===== src/modbus_regs_pkg.sv =====
// Behaviour
// - write query holds slave, function 10h, start, count, byte count, data, CRC.
// - starting register address arrives high byte first.
// - register count is two bytes, high first, counting consecutive 16-bit registers.
// - byte count equals twice the register count; data holds that many bytes.
// - data lays out registers ascending, each high byte before low byte.
// - every frame ends in CRC-16, low byte sent first.
// - each 32-bit datum spans two consecutive 16-bit registers.
// - even address holds upper half, following odd address lower half.
// - operation commands live only in volatile flops, never saved.
// - group value -1 means no group; group frames are not acted on.
// - group pair 0030h/0031h accepts 1 to 31, the parent slave address.
// - group pair resets to FFFFh in both halves.
// - query sent to our group is acted on like our own.
// - input command pair 007Ch/007Dh is read/write and drives the input signals.
// - output status pair 007Eh/007Fh is read only, shows live output status.
// - at most sixteen registers per write, stored in ascending address order.
// - out-of-range values give an exception while other registers may be written.
package modbus_regs_pkg;

  // ----------------------------------------------------------------
  // protocol codes
  // ----------------------------------------------------------------
  localparam logic [7:0]  FUNC_WRITE_MULTI  = 8'h10;
  localparam logic [7:0]  EXC_FLAG          = 8'h80;
  localparam logic [7:0]  EXC_NONE          = 8'h00;
  localparam logic [7:0]  EXC_ILLEGAL_FUNC  = 8'h01;
  localparam logic [7:0]  EXC_ILLEGAL_ADDR  = 8'h02;
  localparam logic [7:0]  EXC_ILLEGAL_VALUE = 8'h03;
  localparam logic [7:0]  BROADCAST_ADDR    = 8'h00;

  // ----------------------------------------------------------------
  // register map
  // ----------------------------------------------------------------
  localparam logic [15:0] GROUP_HIGH_OFS    = 16'h0030;
  localparam logic [15:0] GROUP_LOW_OFS     = 16'h0031;
  localparam logic [15:0] INPUT_CMD_HIGH_OFS  = 16'h007C;
  localparam logic [15:0] INPUT_CMD_LOW_OFS   = 16'h007D;
  localparam logic [15:0] OUTPUT_STAT_HIGH_OFS = 16'h007E;
  localparam logic [15:0] OUTPUT_STAT_LOW_OFS  = 16'h007F;
  localparam logic [15:0] GROUP_RESET       = 16'hFFFF;
  localparam logic [15:0] INPUT_CMD_RESET   = 16'h0000;
  localparam logic [31:0] GROUP_NONE        = 32'hFFFF_FFFF;
  localparam logic [31:0] GROUP_MIN         = 32'h0000_0001;
  localparam logic [31:0] GROUP_MAX         = 32'h0000_001F;

  // ----------------------------------------------------------------
  // frame layout
  // ----------------------------------------------------------------
  localparam logic [15:0] MAX_REGS          = 16'h0010;
  localparam logic [5:0]  POS_SLAVE         = 6'h00;
  localparam logic [5:0]  POS_FUNC          = 6'h01;
  localparam logic [5:0]  POS_START_HI      = 6'h02;
  localparam logic [5:0]  POS_START_LO      = 6'h03;
  localparam logic [5:0]  POS_COUNT_HI      = 6'h04;
  localparam logic [5:0]  POS_COUNT_LO      = 6'h05;
  localparam logic [5:0]  POS_BCNT          = 6'h06;
  localparam logic [5:0]  POS_DATA          = 6'h07;
  localparam logic [5:0]  POS_DATA_END      = 6'h27;
  localparam logic [5:0]  FRAME_MAX         = 6'h29;
  localparam logic [5:0]  FRAME_MIN         = 6'h04;
  localparam logic [7:0]  FRAME_OVERHEAD    = 8'h09;
  localparam logic [2:0]  TX_CRC_LO_NORMAL  = 3'h6;
  localparam logic [2:0]  TX_CRC_LO_EXC     = 3'h3;

  // ----------------------------------------------------------------
  // crc
  // ----------------------------------------------------------------
  localparam logic [15:0] CRC_INIT          = 16'hFFFF;
  localparam logic [15:0] CRC_POLY          = 16'hA001;
  localparam logic [15:0] CRC_GOOD          = 16'h0000;

  // ----------------------------------------------------------------
  // types
  // ----------------------------------------------------------------
  typedef struct packed {
    logic [7:0]  slave;
    logic [7:0]  func;
    logic [15:0] start;
    logic [15:0] count;
    logic [7:0]  bcnt;
  } query_t;

  typedef enum logic [1:0] {
    ST_RX,
    ST_EXEC,
    ST_TX
  } state_t;

endpackage : modbus_regs_pkg

===== src/crc16_engine.sv =====
module crc16_engine
(
  // clock and reset
  input  wire logic        clk,
  input  wire logic        nrst,
  // byte feed
  input  wire logic        clr,
  input  wire logic        en,
  input  wire logic [7:0]  data,
  // result
  output logic      [15:0] crc_r,
  output logic      [15:0] crc_nxt
);
  import modbus_regs_pkg::*;

  logic [15:0] fold;
  logic [15:0] upd;

  // ----------------------------------------------------------------
  // reflected crc-16, one byte per cycle
  // ----------------------------------------------------------------
  always_comb
  begin
    fold = crc_r ^ {8'h00, data};
    for (int i = 0; i < 8; i++)
    begin
      fold = fold[0] ? ((fold >> 1) ^ CRC_POLY) : (fold >> 1);
    end
    upd = fold;
    if (clr)
      crc_nxt = CRC_INIT;
    else if (en)
      crc_nxt = upd;
    else
      crc_nxt = crc_r;
  end

  always_ff @(posedge clk or negedge nrst)
  begin
    if (!nrst)
      crc_r <= CRC_INIT;
    else
      crc_r <= crc_nxt;
  end

endmodule : crc16_engine


===== src/modbus_operation_command_regs.sv =====
module modbus_operation_command_regs
(
  // clock and reset
  input  wire logic        REF_CLK,
  input  wire logic        NRST,
  // station address
  input  wire logic [7:0]  SLAVE_ADDR,
  // received bytes from the serial receiver
  input  wire logic        RX_VALID,
  input  wire logic [7:0]  RX_DATA,
  input  wire logic        RX_GAP,
  // reply bytes to the serial transmitter
  output logic             TX_VALID,
  output logic      [7:0]  TX_DATA,
  output logic             TX_LAST,
  input  wire logic        TX_READY,
  // register readback for the read handler
  input  wire logic [15:0] RD_ADDR,
  output logic      [15:0] RD_DATA,
  // driver side
  output logic      [31:0] DRV_IN_CMD,
  input  wire logic [31:0] DRV_OUT_STAT,
  output logic      [31:0] GROUP_ADDR,
  output logic             NO_GROUP,
  output logic             APPLIED
);
  import modbus_regs_pkg::*;

  // ----------------------------------------------------------------
  // state
  // ----------------------------------------------------------------
  state_t      state_r,    state_nxt;
  query_t      hdr_r,      hdr_nxt;
  logic [5:0]  pos_r,      pos_nxt;
  logic        ovf_r,      ovf_nxt;
  logic [4:0]  idx_r,      idx_nxt;
  logic [7:0]  exc_r,      exc_nxt;
  logic        skip_r,     skip_nxt;
  logic        reply_r,    reply_nxt;
  logic [15:0] grp_hi_r,   grp_hi_nxt;
  logic [15:0] grp_lo_r,   grp_lo_nxt;
  logic [15:0] pend_hi_r,  pend_hi_nxt;
  logic        pend_vld_r, pend_vld_nxt;
  logic [15:0] in_hi_r,    in_hi_nxt;
  logic [15:0] in_lo_r,    in_lo_nxt;
  logic [2:0]  tx_pos_r,   tx_pos_nxt;
  logic [7:0]  tx_data_r,  tx_data_nxt;
  logic        applied_r,  applied_nxt;
  logic [15:0] rd_data_r,  rd_data_nxt;

  logic [7:0]  rxbuf_hi [16];
  logic [7:0]  rxbuf_lo [16];
  logic        buf_we;
  logic [5:0]  buf_ofs;

  logic        rx_crc_clr, rx_crc_en;
  logic [15:0] rx_crc;
  logic        tx_crc_clr, tx_crc_en;
  logic [15:0] tx_crc, tx_crc_nxt;

  logic [15:0] wr_addr;
  logic [15:0] wr_word;
  logic [31:0] grp_cand;
  logic        grp_none;
  logic        hit;
  logic [7:0]  exc_fin;
  logic [2:0]  crc_lo_pos;
  logic [2:0]  nxt_pos;

  // ----------------------------------------------------------------
  // crc engines
  // ----------------------------------------------------------------
  crc16_engine u_rx_crc
  (
    .clk     (REF_CLK),
    .nrst    (NRST),
    .clr     (rx_crc_clr),
    .en      (rx_crc_en),
    .data    (RX_DATA),
    .crc_r   (rx_crc),
    .crc_nxt ()
  );

  crc16_engine u_tx_crc
  (
    .clk     (REF_CLK),
    .nrst    (NRST),
    .clr     (tx_crc_clr),
    .en      (tx_crc_en),
    .data    (tx_data_r),
    .crc_r   (tx_crc),
    .crc_nxt (tx_crc_nxt)
  );

  // ----------------------------------------------------------------
  // reply byte selection
  // ----------------------------------------------------------------
  function automatic logic [7:0] reply_byte(input logic [2:0] p, input logic [7:0] e,
                                            input query_t q, input logic [15:0] crc_v);
    logic [7:0] b;
    b = 8'h00;
    if (e != EXC_NONE)
    begin
      unique case (p)
        3'h0:    b = q.slave;
        3'h1:    b = q.func | EXC_FLAG;
        3'h2:    b = e;
        3'h3:    b = crc_v[7:0];
        default: b = crc_v[15:8];
      endcase
    end
    else
    begin
      unique case (p)
        3'h0:    b = q.slave;
        3'h1:    b = q.func;
        3'h2:    b = q.start[15:8];
        3'h3:    b = q.start[7:0];
        3'h4:    b = q.count[15:8];
        3'h5:    b = q.count[7:0];
        3'h6:    b = crc_v[7:0];
        default: b = crc_v[15:8];
      endcase
    end
    return b;
  endfunction : reply_byte

  assign grp_none   = ({grp_hi_r, grp_lo_r} == GROUP_NONE);
  assign hit        = (hdr_r.slave == SLAVE_ADDR) || (hdr_r.slave == BROADCAST_ADDR)
                      || (!grp_none && (hdr_r.slave == grp_lo_r[7:0]));
  assign buf_ofs    = pos_r - POS_DATA;
  assign wr_addr    = hdr_r.start + 16'(idx_r);
  assign wr_word    = {rxbuf_hi[idx_r[3:0]], rxbuf_lo[idx_r[3:0]]};
  assign grp_cand   = {pend_hi_r, wr_word};
  assign crc_lo_pos = (exc_r != EXC_NONE) ? TX_CRC_LO_EXC : TX_CRC_LO_NORMAL;
  assign nxt_pos    = tx_pos_r + 3'h1;

  // ----------------------------------------------------------------
  // next-state logic
  // ----------------------------------------------------------------
  always_comb
  begin
    state_nxt    = state_r;
    hdr_nxt      = hdr_r;
    pos_nxt      = pos_r;
    ovf_nxt      = ovf_r;
    idx_nxt      = idx_r;
    exc_nxt      = exc_r;
    skip_nxt     = skip_r;
    reply_nxt    = reply_r;
    grp_hi_nxt   = grp_hi_r;
    grp_lo_nxt   = grp_lo_r;
    pend_hi_nxt  = pend_hi_r;
    pend_vld_nxt = pend_vld_r;
    in_hi_nxt    = in_hi_r;
    in_lo_nxt    = in_lo_r;
    tx_pos_nxt   = tx_pos_r;
    tx_data_nxt  = tx_data_r;
    applied_nxt  = 1'b0;
    buf_we       = 1'b0;
    rx_crc_clr   = 1'b0;
    rx_crc_en    = 1'b0;
    tx_crc_clr   = 1'b0;
    tx_crc_en    = 1'b0;
    exc_fin      = exc_r;
    unique case (state_r)
      ST_RX:
      begin
        if (RX_GAP)
        begin
          pos_nxt    = 6'h00;
          ovf_nxt    = 1'b0;
          rx_crc_clr = 1'b1;
          if ((pos_r >= FRAME_MIN) && !ovf_r && (rx_crc == CRC_GOOD) && hit)
          begin
            state_nxt = ST_EXEC;
            idx_nxt   = 5'h00;
            reply_nxt = (hdr_r.slave == SLAVE_ADDR);
            skip_nxt  = 1'b1;
            exc_nxt   = EXC_NONE;
            if (hdr_r.func != FUNC_WRITE_MULTI)
              exc_nxt = EXC_ILLEGAL_FUNC;
            else if ((hdr_r.count == 16'h0000) || (hdr_r.count > MAX_REGS))
              exc_nxt = EXC_ILLEGAL_VALUE;
            else if (hdr_r.bcnt != {hdr_r.count[6:0], 1'b0})
              exc_nxt = EXC_ILLEGAL_VALUE;
            else if ({2'b00, pos_r} != (hdr_r.bcnt + FRAME_OVERHEAD))
              exc_nxt = EXC_ILLEGAL_VALUE;
            else
              skip_nxt = 1'b0;
          end
        end
        else if (RX_VALID)
        begin
          if (pos_r == FRAME_MAX)
            ovf_nxt = 1'b1;
          else
          begin
            pos_nxt   = pos_r + 6'h01;
            rx_crc_en = 1'b1;
            unique case (pos_r)
              POS_SLAVE:    hdr_nxt.slave        = RX_DATA;
              POS_FUNC:     hdr_nxt.func         = RX_DATA;
              POS_START_HI: hdr_nxt.start[15:8]  = RX_DATA;
              POS_START_LO: hdr_nxt.start[7:0]   = RX_DATA;
              POS_COUNT_HI: hdr_nxt.count[15:8]  = RX_DATA;
              POS_COUNT_LO: hdr_nxt.count[7:0]   = RX_DATA;
              POS_BCNT:     hdr_nxt.bcnt         = RX_DATA;
              default:      buf_we = (pos_r < POS_DATA_END);
            endcase
          end
        end
      end
      ST_EXEC:
      begin
        if (skip_r || (16'(idx_r) == hdr_r.count))
        begin
          // a lone upper group half is never committed
          if (pend_vld_r && (exc_r == EXC_NONE))
            exc_fin = EXC_ILLEGAL_VALUE;
          exc_nxt      = exc_fin;
          pend_vld_nxt = 1'b0;
          applied_nxt  = !skip_r;
          tx_crc_clr   = 1'b1;
          if (reply_r)
          begin
            state_nxt   = ST_TX;
            tx_pos_nxt  = 3'h0;
            tx_data_nxt = hdr_r.slave;
          end
          else
            state_nxt = ST_RX;
        end
        else
        begin
          idx_nxt      = idx_r + 5'h01;
          pend_vld_nxt = 1'b0;
          // registers live in flops only, nothing is saved
          unique case (wr_addr)
            GROUP_HIGH_OFS:
            begin
              pend_hi_nxt  = wr_word;
              pend_vld_nxt = 1'b1;
            end
            GROUP_LOW_OFS:
            begin
              if (pend_vld_r && ((grp_cand == GROUP_NONE)
                  || ((grp_cand >= GROUP_MIN) && (grp_cand <= GROUP_MAX))))
              begin
                grp_hi_nxt = pend_hi_r;
                grp_lo_nxt = wr_word;
              end
              else if (exc_r == EXC_NONE)
                exc_nxt = EXC_ILLEGAL_VALUE;
            end
            INPUT_CMD_HIGH_OFS: in_hi_nxt = wr_word;
            INPUT_CMD_LOW_OFS:  in_lo_nxt = wr_word;
            default:
            begin
              if (exc_r == EXC_NONE)
                exc_nxt = EXC_ILLEGAL_ADDR;
            end
          endcase
        end
      end
      ST_TX:
      begin
        if (TX_READY)
        begin
          tx_crc_en = (tx_pos_r < crc_lo_pos);
          if (TX_LAST)
            state_nxt = ST_RX;
          else
          begin
            tx_pos_nxt = nxt_pos;
            if (nxt_pos == crc_lo_pos)
              tx_data_nxt = tx_crc_nxt[7:0];
            else
              tx_data_nxt = reply_byte(nxt_pos, exc_r, hdr_r, tx_crc);
          end
        end
      end
    endcase
  end

  always_comb
  begin
    unique case (RD_ADDR)
      GROUP_HIGH_OFS:       rd_data_nxt = grp_hi_r;
      GROUP_LOW_OFS:        rd_data_nxt = grp_lo_r;
      INPUT_CMD_HIGH_OFS:   rd_data_nxt = in_hi_r;
      INPUT_CMD_LOW_OFS:    rd_data_nxt = in_lo_r;
      OUTPUT_STAT_HIGH_OFS: rd_data_nxt = DRV_OUT_STAT[31:16];
      OUTPUT_STAT_LOW_OFS:  rd_data_nxt = DRV_OUT_STAT[15:0];
      default:              rd_data_nxt = 16'h0000;
    endcase
  end

  // ----------------------------------------------------------------
  // registers
  // ----------------------------------------------------------------
  always_ff @(posedge REF_CLK or negedge NRST)
  begin
    if (!NRST)
    begin
      state_r    <= ST_RX;
      hdr_r      <= '0;
      pos_r      <= 6'h00;
      ovf_r      <= 1'b0;
      idx_r      <= 5'h00;
      exc_r      <= EXC_NONE;
      skip_r     <= 1'b0;
      reply_r    <= 1'b0;
      grp_hi_r   <= GROUP_RESET;
      grp_lo_r   <= GROUP_RESET;
      pend_hi_r  <= 16'h0000;
      pend_vld_r <= 1'b0;
      in_hi_r    <= INPUT_CMD_RESET;
      in_lo_r    <= INPUT_CMD_RESET;
      tx_pos_r   <= 3'h0;
      tx_data_r  <= 8'h00;
      applied_r  <= 1'b0;
      rd_data_r  <= 16'h0000;
    end
    else
    begin
      state_r    <= state_nxt;
      hdr_r      <= hdr_nxt;
      pos_r      <= pos_nxt;
      ovf_r      <= ovf_nxt;
      idx_r      <= idx_nxt;
      exc_r      <= exc_nxt;
      skip_r     <= skip_nxt;
      reply_r    <= reply_nxt;
      grp_hi_r   <= grp_hi_nxt;
      grp_lo_r   <= grp_lo_nxt;
      pend_hi_r  <= pend_hi_nxt;
      pend_vld_r <= pend_vld_nxt;
      in_hi_r    <= in_hi_nxt;
      in_lo_r    <= in_lo_nxt;
      tx_pos_r   <= tx_pos_nxt;
      tx_data_r  <= tx_data_nxt;
      applied_r  <= applied_nxt;
      rd_data_r  <= rd_data_nxt;
    end
  end

  // data bytes, high byte at even offset
  always_ff @(posedge REF_CLK)
  begin
    if (buf_we)
    begin
      if (buf_ofs[0])
        rxbuf_lo[buf_ofs[4:1]] <= RX_DATA;
      else
        rxbuf_hi[buf_ofs[4:1]] <= RX_DATA;
    end
  end

  // ----------------------------------------------------------------
  // outputs
  // ----------------------------------------------------------------
  assign TX_VALID   = (state_r == ST_TX);
  assign TX_DATA    = tx_data_r;
  assign TX_LAST    = (state_r == ST_TX) && (tx_pos_r == crc_lo_pos + 3'h1);
  assign RD_DATA    = rd_data_r;
  assign DRV_IN_CMD = {in_hi_r, in_lo_r};
  assign GROUP_ADDR = {grp_hi_r, grp_lo_r};
  assign NO_GROUP   = grp_none;
  assign APPLIED    = applied_r;

endmodule : modbus_operation_command_regs


===== config.mk =====
export PLATFORM = sky130hd
export DESIGN_NAME = modbus_operation_command_regs
export DESIGN_NICKNAME = d
export VERILOG_FILES = /design/src/modbus_regs_pkg.sv /design/src/crc16_engine.sv /design/src/modbus_operation_command_regs.sv
export SDC_FILE = /design/constraint.sdc
export NUM_CORES = 1
export LEC_CHECK = 0
export ABC_CLOCK_PERIOD_IN_PS = 7900
export BUFFER_PORTS_ARGS = -buffer_cell sky130_fd_sc_hd__buf_2
export CAP_MARGIN = 40
export CELL_PAD_IN_SITES_DETAIL_PLACEMENT = 0
export CELL_PAD_IN_SITES_GLOBAL_PLACEMENT = 1
export CORE_MARGIN = 4
export CORE_UTILIZATION = 54
export DETAILED_ROUTE_END_ITERATION = 8
export GPL_TIMING_DRIVEN = 1
export PLACE_DENSITY_LB_ADDON = 0.15
export SETUP_SLACK_MARGIN = 0.5
export SYNTH_ARGS = -nofsm -noshare
export SYNTH_HDL_FRONTEND = slang
export SYNTH_SLANG_ARGS = --single-unit

===== constraint.sdc =====
create_clock -name REF_CLK -period 7.9 [get_ports REF_CLK]
set_clock_uncertainty 0.1 [all_clocks]
set_input_delay 0.395 -clock REF_CLK [delete_from_list [all_inputs] [get_ports REF_CLK]]
set_output_delay 0.395 -clock REF_CLK [all_outputs]
set_load 0.005 [all_outputs]

==> results of run 1 <==
kinds of logic (layout without fill, tap and decap cells):
group,count (synthesis),in the layout,synth area share
DFF,471,471,0.595
buffers and inverters,110,315,0.0225
other,0,2,0
AOI/OAI and AO/OA,267,267,0.0859
and+or+nand+nor,370,370,0.0827
adders and majority gates,22,22,0.0128
muxes,274,274,0.164
xor gates and xnor gates,92,92,0.0371
registers in the layout, indices dropped and copies added, names as in the netlist, 3 cells and up:
register,cells
rxbuf_hi,128
rxbuf_lo,128
hdr_r,56
RD_DATA,16
grp_hi_r,16
grp_lo_r,16
in_hi_r,16
in_lo_r,16
pend_hi_r,16
u_rx_crc.crc_r,16
u_tx_crc.crc_r,16
TX_DATA,8
pos_r,6
idx_r,5
tx_pos_r,3
tightest hold or removal path: stages:
cell and delay (ns):
sky130_fd_sc_hd__buf_2 0.07, sky130_fd_sc_hd__mux4_2 0.21, sky130_fd_sc_hd__inv_1 0.05, sky130_fd_sc_hd__o21ai_0 0.13
worst paths after layout:
path / endpoint / cells past startpoint
worst max-delay path: grp_hi_r[2] / 10
worst min-delay path: RD_DATA[8] / 4
worst max register to register: grp_hi_r[2] / 10
worst min register to register: u_tx_crc.crc_r[12] / 2
max in group asynchronous: hdr_r[24] / 3
min in group asynchronous: TX_DATA[6] / 2
routing by layer:
metal / up-vias / wire (um) / global-route usage
met4: 0 / 1080 / 0.0608
li1: 6511 / - / -
met2: 580 / 26200 / 0.389
met3: 68 / 4390 / 0.0506
met5: - / 0 / 0
met1: 7433 / 24800 / 0.376
where the power goes:
group / internal (mW) / total [mW] / switching, mW
Clock: 1.25 / 2.22 / 0.964
Combinational: 0.584 / 1.37 / 0.782
Sequential: 2.74 / 2.95 / 0.211
cell type report:
type,count,area [um^2],area share
Antenna cell,2,5.00,0.000200
Clock buffer,60,1310,0.0524
Clock inverter,28,243,0.00969
Inverter,28,105,0.00420
Multi-Input combinational cell,1025,8450,0.337
Sequential cell,471,13200,0.525
Tap cell,525,657,0.0262
Timing Repair Buffer,199,1120,0.0449
layout by cell type (no fill, tap or decap), types with 54 or more instances in the layout:
| master | instances |
|---|---|
| sky130_fd_sc_hd__edfxtp_1 | 256 |
| sky130_fd_sc_hd__buf_2 | 160 |
| sky130_fd_sc_hd__dfrtp_1 | 149 |
| sky130_fd_sc_hd__mux2_2 | 126 |
| sky130_fd_sc_hd__nand2_1 | 98 |
| sky130_fd_sc_hd__nor2_1 | 94 |
| sky130_fd_sc_hd__xnor2_1 | 68 |
| sky130_fd_sc_hd__dfstp_2 | 64 |
| sky130_fd_sc_hd__mux2i_1 | 62 |
| sky130_fd_sc_hd__o21ai_0 | 55 |
| sky130_fd_sc_hd__mux4_2 | 54 |
what timing repair did:
action	4_1_cts	5_1_grt
endpoints found under the hold margin	74	0
hold buffers	3	0
endpoints found under the setup margin	0	0
resized for setup	0	0
==> report_table.html, run 1 <==
<table>
<tr><th>Metric</th><th>Value</th></tr>
<tr><th colspan="2">Outcome</th></tr>
<tr><td>Run status</td><td>finished, final reports clean</td></tr>
<tr><th colspan="2">Setup path</th></tr>
<tr><td>Source of the worst register-to-register timing path</td><td>idx_r[0]</td></tr>
<tr><td>Category of the critical setup timing path</td><td>reg -&gt; reg</td></tr>
<tr><td>Cells along the critical path</td><td>ha_1 &gt; fa_1 &gt; a2111oi_0 &gt; nor3_1 &gt; xor2_1 &gt; a2111oi_0 &gt; nand3_1 &gt; a211oi_4 &gt; buf_4 &gt; mux2_1</td></tr>
<tr><td>Buffers and inverters on the worst path</td><td>1</td></tr>
<tr><td>Required time of the critical path</td><td>8.29 ns</td></tr>
<tr><td>Max incr delay on CP</td><td>slightly above 0.8 ns</td></tr>
<tr><td>Beginning of the critical path</td><td>idx_r[0]</td></tr>
<tr><td>CP endpoint kind</td><td>flip-flop</td></tr>
<tr><td>Family with the most delay on the worst path</td><td>compound AO/OA/AOI/OAI gates</td></tr>
<tr><td>Setup crit start kind</td><td>flip-flop</td></tr>
<tr><td>Max Fanout on Critical Path</td><td>32</td></tr>
<tr><td>Critical Path Slowest Stage Cell</td><td>sky130_fd_sc_hd__a2111oi_0</td></tr>
<tr><td>Register-to-register path setup slack</td><td>3.11 ns</td></tr>
<tr><td>Critical path data arrival time</td><td>between 5 and 6 ns</td></tr>
<tr><td>Most Frequent Cell on Critical Path</td><td>sky130_fd_sc_hd__a2111oi_0</td></tr>
<tr><th colspan="2">Clock tree</th></tr>
<tr><td>Worst-Skew Late Latency</td><td>0.61 ns</td></tr>
<tr><td>Maximum clock insertion buffer count</td><td>3</td></tr>
<tr><td>CTS tree</td><td>built</td></tr>
<tr><td>H-Tree Depth</td><td>2</td></tr>
<tr><td>Clock slew at the register clock pins of the worst setup and hold paths</td><td>about 0.060 ns</td></tr>
<tr><td>Clock root buffer</td><td>sky130_fd_sc_hd__clkbuf_16</td></tr>
<tr><td>Number of buffers added for setup after CTS</td><td>0</td></tr>
<tr><td>CTS buffer count</td><td>48</td></tr>
<tr><td>TritonCTS sink count</td><td>approximately 470</td></tr>
<tr><th colspan="2">Routing</th></tr>
<tr><td>Routed length per instance</td><td>24.2 um</td></tr>
<tr><td>Post-route antenna net violation count</td><td>0</td></tr>
<tr><td>Detailed Routing Iterations Pass 1</td><td>6</td></tr>
<tr><td>Total wire length</td><td>between 50000 and 60000 um</td></tr>
<tr><td>Number of design-rule violations left by the first detailed-router iteration</td><td>1583</td></tr>
<tr><td>Vias per cell</td><td>approximately 6.2</td></tr>
<tr><td>Residual DRC count</td><td>0</td></tr>
<tr><td>Detailed-route via count</td><td>~15k</td></tr>
<tr><th colspan="2">STA</th></tr>
<tr><td>Worst max-slew margin expressed relative to the limit</td><td>0.367</td></tr>
<tr><td>Setup repair after global routing missed its margin</td><td>false</td></tr>
<tr><td>Highest clock frequency the design can meet</td><td>between 200 and 250 MHz</td></tr>
<tr><td>Worst Max-Slew Pin Slew</td><td>~0.95 ns</td></tr>
<tr><td>Count of final max-slew check failures</td><td>0</td></tr>
<tr><td>Final setup fails</td><td>0</td></tr>
<tr><td>Period Utilization, post-route</td><td>0.606</td></tr>
<tr><td>Worst Setup Slack, final</td><td>slightly above 3 ns</td></tr>
<tr><td>Setup_tns</td><td>0 ns</td></tr>
<tr><td>Final number of hold-violating endpoints</td><td>0</td></tr>
<tr><td>Time the worst path needs with I/O delays and setup</td><td>4.79 ns</td></tr>
<tr><td>Worst hold margin</td><td>0.202 ns</td></tr>
<tr><th colspan="2">Floorplan</th></tr>
<tr><td>Width of the chip</td><td>roughly 210 um</td></tr>
<tr><td>Die Y</td><td>210 um</td></tr>
<tr><td>CORE AREA</td><td>between 40000 and 50000 um^2</td></tr>
<tr><td>Count of standard-cell rows</td><td>73</td></tr>
<tr><td>Die area</td><td>44200 um^2</td></tr>
<tr><td>Effective utilization at floorplan</td><td>0.551</td></tr>
<tr><td>I/O pins</td><td>about 160</td></tr>
<tr><th colspan="2">GRT</th></tr>
<tr><td>Vias in the first global route</td><td>approximately 14k</td></tr>
<tr><td>Maximum number of pins on one net before global-route repair</td><td>92</td></tr>
<tr><td>Global Route Usage Sum</td><td>0.253</td></tr>
<tr><td>Grt total ovfl</td><td>0</td></tr>
<tr><td>Initial antenna violation count</td><td>0</td></tr>
<tr><td>Global-route wire length before repair</td><td>between 80000 and 90000 um</td></tr>
<tr><th colspan="2">Synthesis</th></tr>
<tr><td>Gate count after technology mapping</td><td>about 1.6k</td></tr>
<tr><td>Share of synthesized registers carrying an async set or reset</td><td>0.456</td></tr>
<tr><td>Net count of the mapped netlist</td><td>roughly 1.7k</td></tr>
<tr><td>Most used standard cell by instance count after synthesis</td><td>sky130_fd_sc_hd__edfxtp_1</td></tr>
<tr><td>Synth cell types</td><td>78</td></tr>
<tr><td>Mean post-synth cell area</td><td>roughly 14 um^2</td></tr>
<tr><td>Top-area cell type share of the netlist area</td><td>0.348</td></tr>
<tr><td>Synth Register Bits</td><td>roughly 470</td></tr>
<tr><td>Most used flip-flop cell after synthesis</td><td>sky130_fd_sc_hd__edfxtp_1</td></tr>
<tr><td>Sequential-to-total area share from yosys stat</td><td>0.595</td></tr>
<tr><td>Top cells by area, synth</td><td>sky130_fd_sc_hd__edfxtp_1 (35%), sky130_fd_sc_hd__dfrtp_1 (17%), sky130_fd_sc_hd__dfstp_2 (7.6%)</td></tr>
<tr><td>Combined area of all synthesized cells</td><td>approximately 22000 um^2</td></tr>
<tr><td>Biggest area consumer among synthesized cells</td><td>sky130_fd_sc_hd__edfxtp_1</td></tr>
<tr><td>Synthesis Warnings</td><td>0</td></tr>
<tr><td>Top cells by instance count after synthesis</td><td>sky130_fd_sc_hd__edfxtp_1 (256), sky130_fd_sc_hd__dfrtp_1 (151), sky130_fd_sc_hd__mux2_2 (126), sky130_fd_sc_hd__nand2_1 (98), sky130_fd_sc_hd__nor2_1 (94)</td></tr>
<tr><td>EDFF count, synth</td><td>256</td></tr>
<tr><th colspan="2">Place</th></tr>
<tr><td>Placer congestion estimate</td><td>0.890</td></tr>
<tr><td>Worst setup timing slack at the placement stage</td><td>between 3 and 4 ns</td></tr>
<tr><td>Placed cell count</td><td>~2.2k</td></tr>
<tr><td>Placed wire-length estimate</td><td>slightly below 40000 um</td></tr>
<tr><td>Standard cell area after detailed placement</td><td>23400 um^2</td></tr>
<tr><td>I/O Buffers</td><td>160</td></tr>
<tr><th colspan="2">Flow run</th></tr>
<tr><td>Max-cap check violation count</td><td>0</td></tr>
<tr><th colspan="2">Cells and area</th></tr>
<tr><td>Final Instance Count excl. Fillers</td><td>2338</td></tr>
<tr><td>Final instance area</td><td>25000 um^2</td></tr>
<tr><td>Number of nets in the layout</td><td>~1.9k</td></tr>
<tr><td>Synth-to-Final Area Change</td><td>13.4%</td></tr>
<tr><td>Fraction of layout instances using a drive strength above 1</td><td>0.292</td></tr>
<tr><td>Final core utilization</td><td>0.625</td></tr>
<tr><td>FILL cells</td><td>between 3k and 4k</td></tr>
<tr><th colspan="2">Power</th></tr>
<tr><td>Post-route total power</td><td>between 6 and 7 mW</td></tr>
<tr><td>Power density normalized to cell area</td><td>261 nW/um^2</td></tr>
<tr><td>Leakage</td><td>around 9.8 nW</td></tr>
<tr><td>Largest vdd supply drop</td><td>between 0.0002 and 0.00025 V</td></tr>
<tr><th colspan="2">Worst hold path</th></tr>
<tr><td>Beginning of the worst hold path</td><td>DRV_OUT_STAT[8]</td></tr>
<tr><td>Type of the worst min-delay path</td><td>in -&gt; reg</td></tr>
</table>
Note: power is estimated with default switching activity, not from simulation.
==> run 2: changes to the inputs <==
--- a/config.mk
+++ b/config.mk
@@ -5,13 +5,13 @@
 export SDC_FILE = /design/constraint.sdc
 export NUM_CORES = 1
 export LEC_CHECK = 0
-export ABC_CLOCK_PERIOD_IN_PS = 7900
+export ABC_CLOCK_PERIOD_IN_PS = 4800
 export BUFFER_PORTS_ARGS = -buffer_cell sky130_fd_sc_hd__buf_2
 export CAP_MARGIN = 40
 export CELL_PAD_IN_SITES_DETAIL_PLACEMENT = 0
 export CELL_PAD_IN_SITES_GLOBAL_PLACEMENT = 1
 export CORE_MARGIN = 4
-export CORE_UTILIZATION = 54
+export CORE_UTILIZATION = 50
 export DETAILED_ROUTE_END_ITERATION = 8
 export GPL_TIMING_DRIVEN = 1
 export PLACE_DENSITY_LB_ADDON = 0.15
==> constraint.sdc (replaced) <==
create_clock -name REF_CLK -period 4.8 [get_ports REF_CLK]
set_clock_uncertainty 0.1 [all_clocks]
set_input_delay 0.24 -clock REF_CLK [delete_from_list [all_inputs] [get_ports REF_CLK]]
set_output_delay 0.24 -clock REF_CLK [all_outputs]
set_load 0.005 [all_outputs]
==> report_table.html, run 2 (synthesis gave the netlist of run 1 again) <==
<table>
<tr><th>Metric</th><th>Value</th></tr>
<tr><th colspan="2">Outcome</th></tr>
<tr><td>Run status</td><td>finished, final reports clean</td></tr>
<tr><th colspan="2">Cells and area</th></tr>
<tr><td>Final core utilization</td><td>0.587</td></tr>
<tr><td>Multi-input logic area</td><td>approximately 8500 um^2</td></tr>
<tr><td>Antenna cell count</td><td>0</td></tr>
<tr><td>Number of nets in the layout</td><td>~1.9k</td></tr>
<tr><td>Fraction of layout instances using a drive strength above 1</td><td>0.308</td></tr>
<tr><td>Most common library cell in the layout ignoring fill and taps</td><td>sky130_fd_sc_hd__edfxtp_1</td></tr>
<tr><td>FILL cells</td><td>3519</td></tr>
<tr><td>Final Instance Count excl. Fillers</td><td>roughly 2.4k</td></tr>
<tr><td>Footprint of the flip-flops and latches</td><td>between 10000 and 15000 um^2</td></tr>
<tr><td>Synth-to-Final Area Change</td><td>15.3%</td></tr>
<tr><td>Final instance area</td><td>25500 um^2</td></tr>
<tr><td>Top library cells by usage in the layout, fill and taps aside</td><td>sky130_fd_sc_hd__edfxtp_1 (256), sky130_fd_sc_hd__buf_2 (160), sky130_fd_sc_hd__dfrtp_1 (149)</td></tr>
<tr><th colspan="2">Setup path</th></tr>
<tr><td>Required time of the critical path</td><td>between 5 and 6 ns</td></tr>
<tr><td>Capturing point of the worst reg2reg path</td><td>grp_lo_r[15]</td></tr>
<tr><td>Max incr delay on CP</td><td>about 0.64 ns</td></tr>
<tr><td>Critical Path Slowest Stage Cell</td><td>sky130_fd_sc_hd__dfrtp_4</td></tr>
<tr><td>FF-to-FF path depth</td><td>11</td></tr>
<tr><td>Source of the worst register-to-register timing path</td><td>idx_r[1]</td></tr>
<tr><td>Register-to-register path setup slack</td><td>0.76 ns</td></tr>
<tr><td>Category of the critical setup timing path</td><td>reg -&gt; reg</td></tr>
<tr><td>End point of the critical path</td><td>grp_lo_r[15]</td></tr>
<tr><td>CP endpoint kind</td><td>flip-flop</td></tr>
<tr><td>Setup crit start kind</td><td>flip-flop</td></tr>
<tr><td>Cells along the critical path</td><td>buf_12 &gt; buf_4 &gt; mux2i_1 &gt; a221oi_1 &gt; nor2_1 &gt; o21ai_4 &gt; nand3_1 &gt; or4_1 &gt; a211oi_4 &gt; buf_8 &gt; mux2_1</td></tr>
<tr><td>Beginning of the critical path</td><td>idx_r[1]</td></tr>
<tr><td>Max Fanout on Critical Path</td><td>a little over 40</td></tr>
<tr><td>Critical path data arrival time</td><td>between 4 and 5 ns</td></tr>
<tr><th colspan="2">STA</th></tr>
<tr><td>Setup repair after global routing missed its margin</td><td>false</td></tr>
<tr><td>Final number of hold-violating endpoints</td><td>0</td></tr>
<tr><td>Highest clock frequency the design can meet</td><td>roughly 250 MHz</td></tr>
<tr><td>Setup_tns</td><td>0 ns</td></tr>
<tr><td>Worst Max-Slew Pin Slew</td><td>~0.96 ns</td></tr>
<tr><td>Worst Setup Slack, final</td><td>0.764 ns</td></tr>
<tr><td>Period Utilization, post-route</td><td>0.841</td></tr>
<tr><td>Worst max-slew margin expressed relative to the limit</td><td>0.357</td></tr>
<tr><td>Count of final max-slew check failures</td><td>0</td></tr>
<tr><td>Worst hold margin</td><td>0.0471 ns</td></tr>
<tr><td>Time the worst path needs with I/O delays and setup</td><td>~4.0 ns</td></tr>
<tr><td>Final setup fails</td><td>0</td></tr>
<tr><th colspan="2">GRT</th></tr>
<tr><td>Global-route wire length before repair</td><td>90000 um</td></tr>
<tr><td>Initial antenna violation count</td><td>0</td></tr>
<tr><td>Maximum number of pins on one net before global-route repair</td><td>119</td></tr>
<tr><td>Grt total ovfl</td><td>0</td></tr>
<tr><td>Vias in the first global route</td><td>around 15k</td></tr>
<tr><td>Global Route Usage Sum</td><td>0.244</td></tr>
<tr><th colspan="2">Routing</th></tr>
<tr><td>Vias per cell</td><td>~6</td></tr>
<tr><td>Detailed-route via count</td><td>14.6k</td></tr>
<tr><td>Routed length per instance</td><td>between 20 and 25 um</td></tr>
<tr><td>Residual DRC count</td><td>0</td></tr>
<tr><td>Number of design-rule violations left by the first detailed-router iteration</td><td>1300</td></tr>
<tr><td>Detailed Routing Iterations Pass 1</td><td>5</td></tr>
<tr><td>Post-route antenna net violation count</td><td>0</td></tr>
<tr><td>Total wire length</td><td>roughly 58000 um</td></tr>
<tr><th colspan="2">Clock tree</th></tr>
<tr><td>TritonCTS sink count</td><td>between 400 and 500</td></tr>
<tr><td>Clock root buffer</td><td>sky130_fd_sc_hd__clkbuf_16</td></tr>
<tr><td>H-Tree Depth</td><td>2</td></tr>
<tr><td>CTS buffer count</td><td>between 40 and 50</td></tr>
<tr><td>Clock slew at the register clock pins of the worst setup and hold paths</td><td>roughly 0.060 ns</td></tr>
<tr><td>Worst-Skew Late Latency</td><td>0.60 ns</td></tr>
<tr><td>CTS tree</td><td>built</td></tr>
<tr><td>Maximum clock insertion buffer count</td><td>3</td></tr>
<tr><th colspan="2">Place</th></tr>
<tr><td>Standard cell area after detailed placement</td><td>~24000 um^2</td></tr>
<tr><td>Placed wire-length estimate</td><td>between 40000 and 50000 um</td></tr>
<tr><td>I/O Buffers</td><td>160</td></tr>
<tr><td>Placed cell count</td><td>2331</td></tr>
<tr><td>Worst setup timing slack at the placement stage</td><td>around 0.50 ns</td></tr>
<tr><td>Placer congestion estimate</td><td>between 0.8 and 0.9</td></tr>
<tr><th colspan="2">Power</th></tr>
<tr><td>Power density normalized to cell area</td><td>432 nW/um^2</td></tr>
<tr><td>Post-route total power</td><td>between 10 and 15 mW</td></tr>
<tr><td>Leakage</td><td>about 10 nW</td></tr>
<tr><td>Largest vdd supply drop</td><td>around 0.00030 V</td></tr>
<tr><th colspan="2">Floorplan</th></tr>
<tr><td>Effective utilization at floorplan</td><td>0.509</td></tr>
<tr><td>Count of standard-cell rows</td><td>76</td></tr>
<tr><td>Width of the chip</td><td>approximately 220 um</td></tr>
<tr><td>Die Y</td><td>218 um</td></tr>
<tr><td>Die area</td><td>between 40000 and 50000 um^2</td></tr>
<tr><td>CORE AREA</td><td>around 43000 um^2</td></tr>
<tr><td>I/O pins</td><td>161</td></tr>
<tr><th colspan="2">Flow run</th></tr>
<tr><td>Max-cap check violation count</td><td>0</td></tr>
<tr><th colspan="2">Worst hold path</th></tr>
<tr><td>Type of the worst min-delay path</td><td>in -&gt; reg</td></tr>
</table>
==> run 2: how the worst min path moves through the flow <==
stage / startpoint / to / slack (ns) / depth (start not counted)
6_report: DRV_OUT_STAT[5] / RD_DATA[5] / 0.05 / 4
5_1_grt: DRV_OUT_STAT[18] / RD_DATA[2] / 0.05 / 4
4_1_cts: DRV_OUT_STAT[3] / RD_DATA[3] / 0.02 / 4
3_5_place_dp: NRST / TX_DATA[6] / 0.29 / 1
3_3_place_gp: NRST / TX_DATA[5] / 0.28 / 1
2_1_floorplan: NRST / APPLIED / -0.16 / 0
==> run 2: layer usage <==
metal	global-route usage	routed length [um]	up-vias
met1	0.351	25900	7438
met4	0.0653	1380	0
met5	0	0	-
li1	-	-	6571
met3	0.0480	3750	96
met2	0.386	27100	455
==> run 2: cell type report <==
cell class | count | area share
multi-input cells | 1025 | 0.333
repair buffers | 227 | 0.0543
well taps | 585 | 0.0287
clock inverters | 23 | 0.00924
flip-flops and latches | 471 | 0.517
inverters | 28 | 0.00413
clock buffers | 67 | 0.0544
==> run 2: timing repair <==
action / CTS / global route
endpoints found under the setup margin: 31 / 50
resized for setup: 1 / 7
hold buffers: 3 / 0
endpoints found under the hold margin: 101 / 0
pin swaps: 0 / 0
setup buffers: 0 / 1
==> run 2: power by group <==
| part | switching, mW | internal [mW] | leakage (nW) | total [mW] |
|---|---|---|---|---|
| Combinational | 1.35 | 1.01 | 4.21 | 2.37 |
| Sequential | 0.334 | 4.51 | 4.98 | 4.85 |
| Clock | 1.56 | 2.24 | 0.808 | 3.80 |
==> run 2: critical path, delay by kind of cell (launching register included) <==
kind | cells | cell delay (ns)
multiplexers | 2 | 0.45
flip-flops | 1 | 0.64
AND/OR/NAND/NOR | 3 | 0.85
AO/OA/AOI/OAI | 3 | 1.01
buffers and inverters | 3 | 0.87
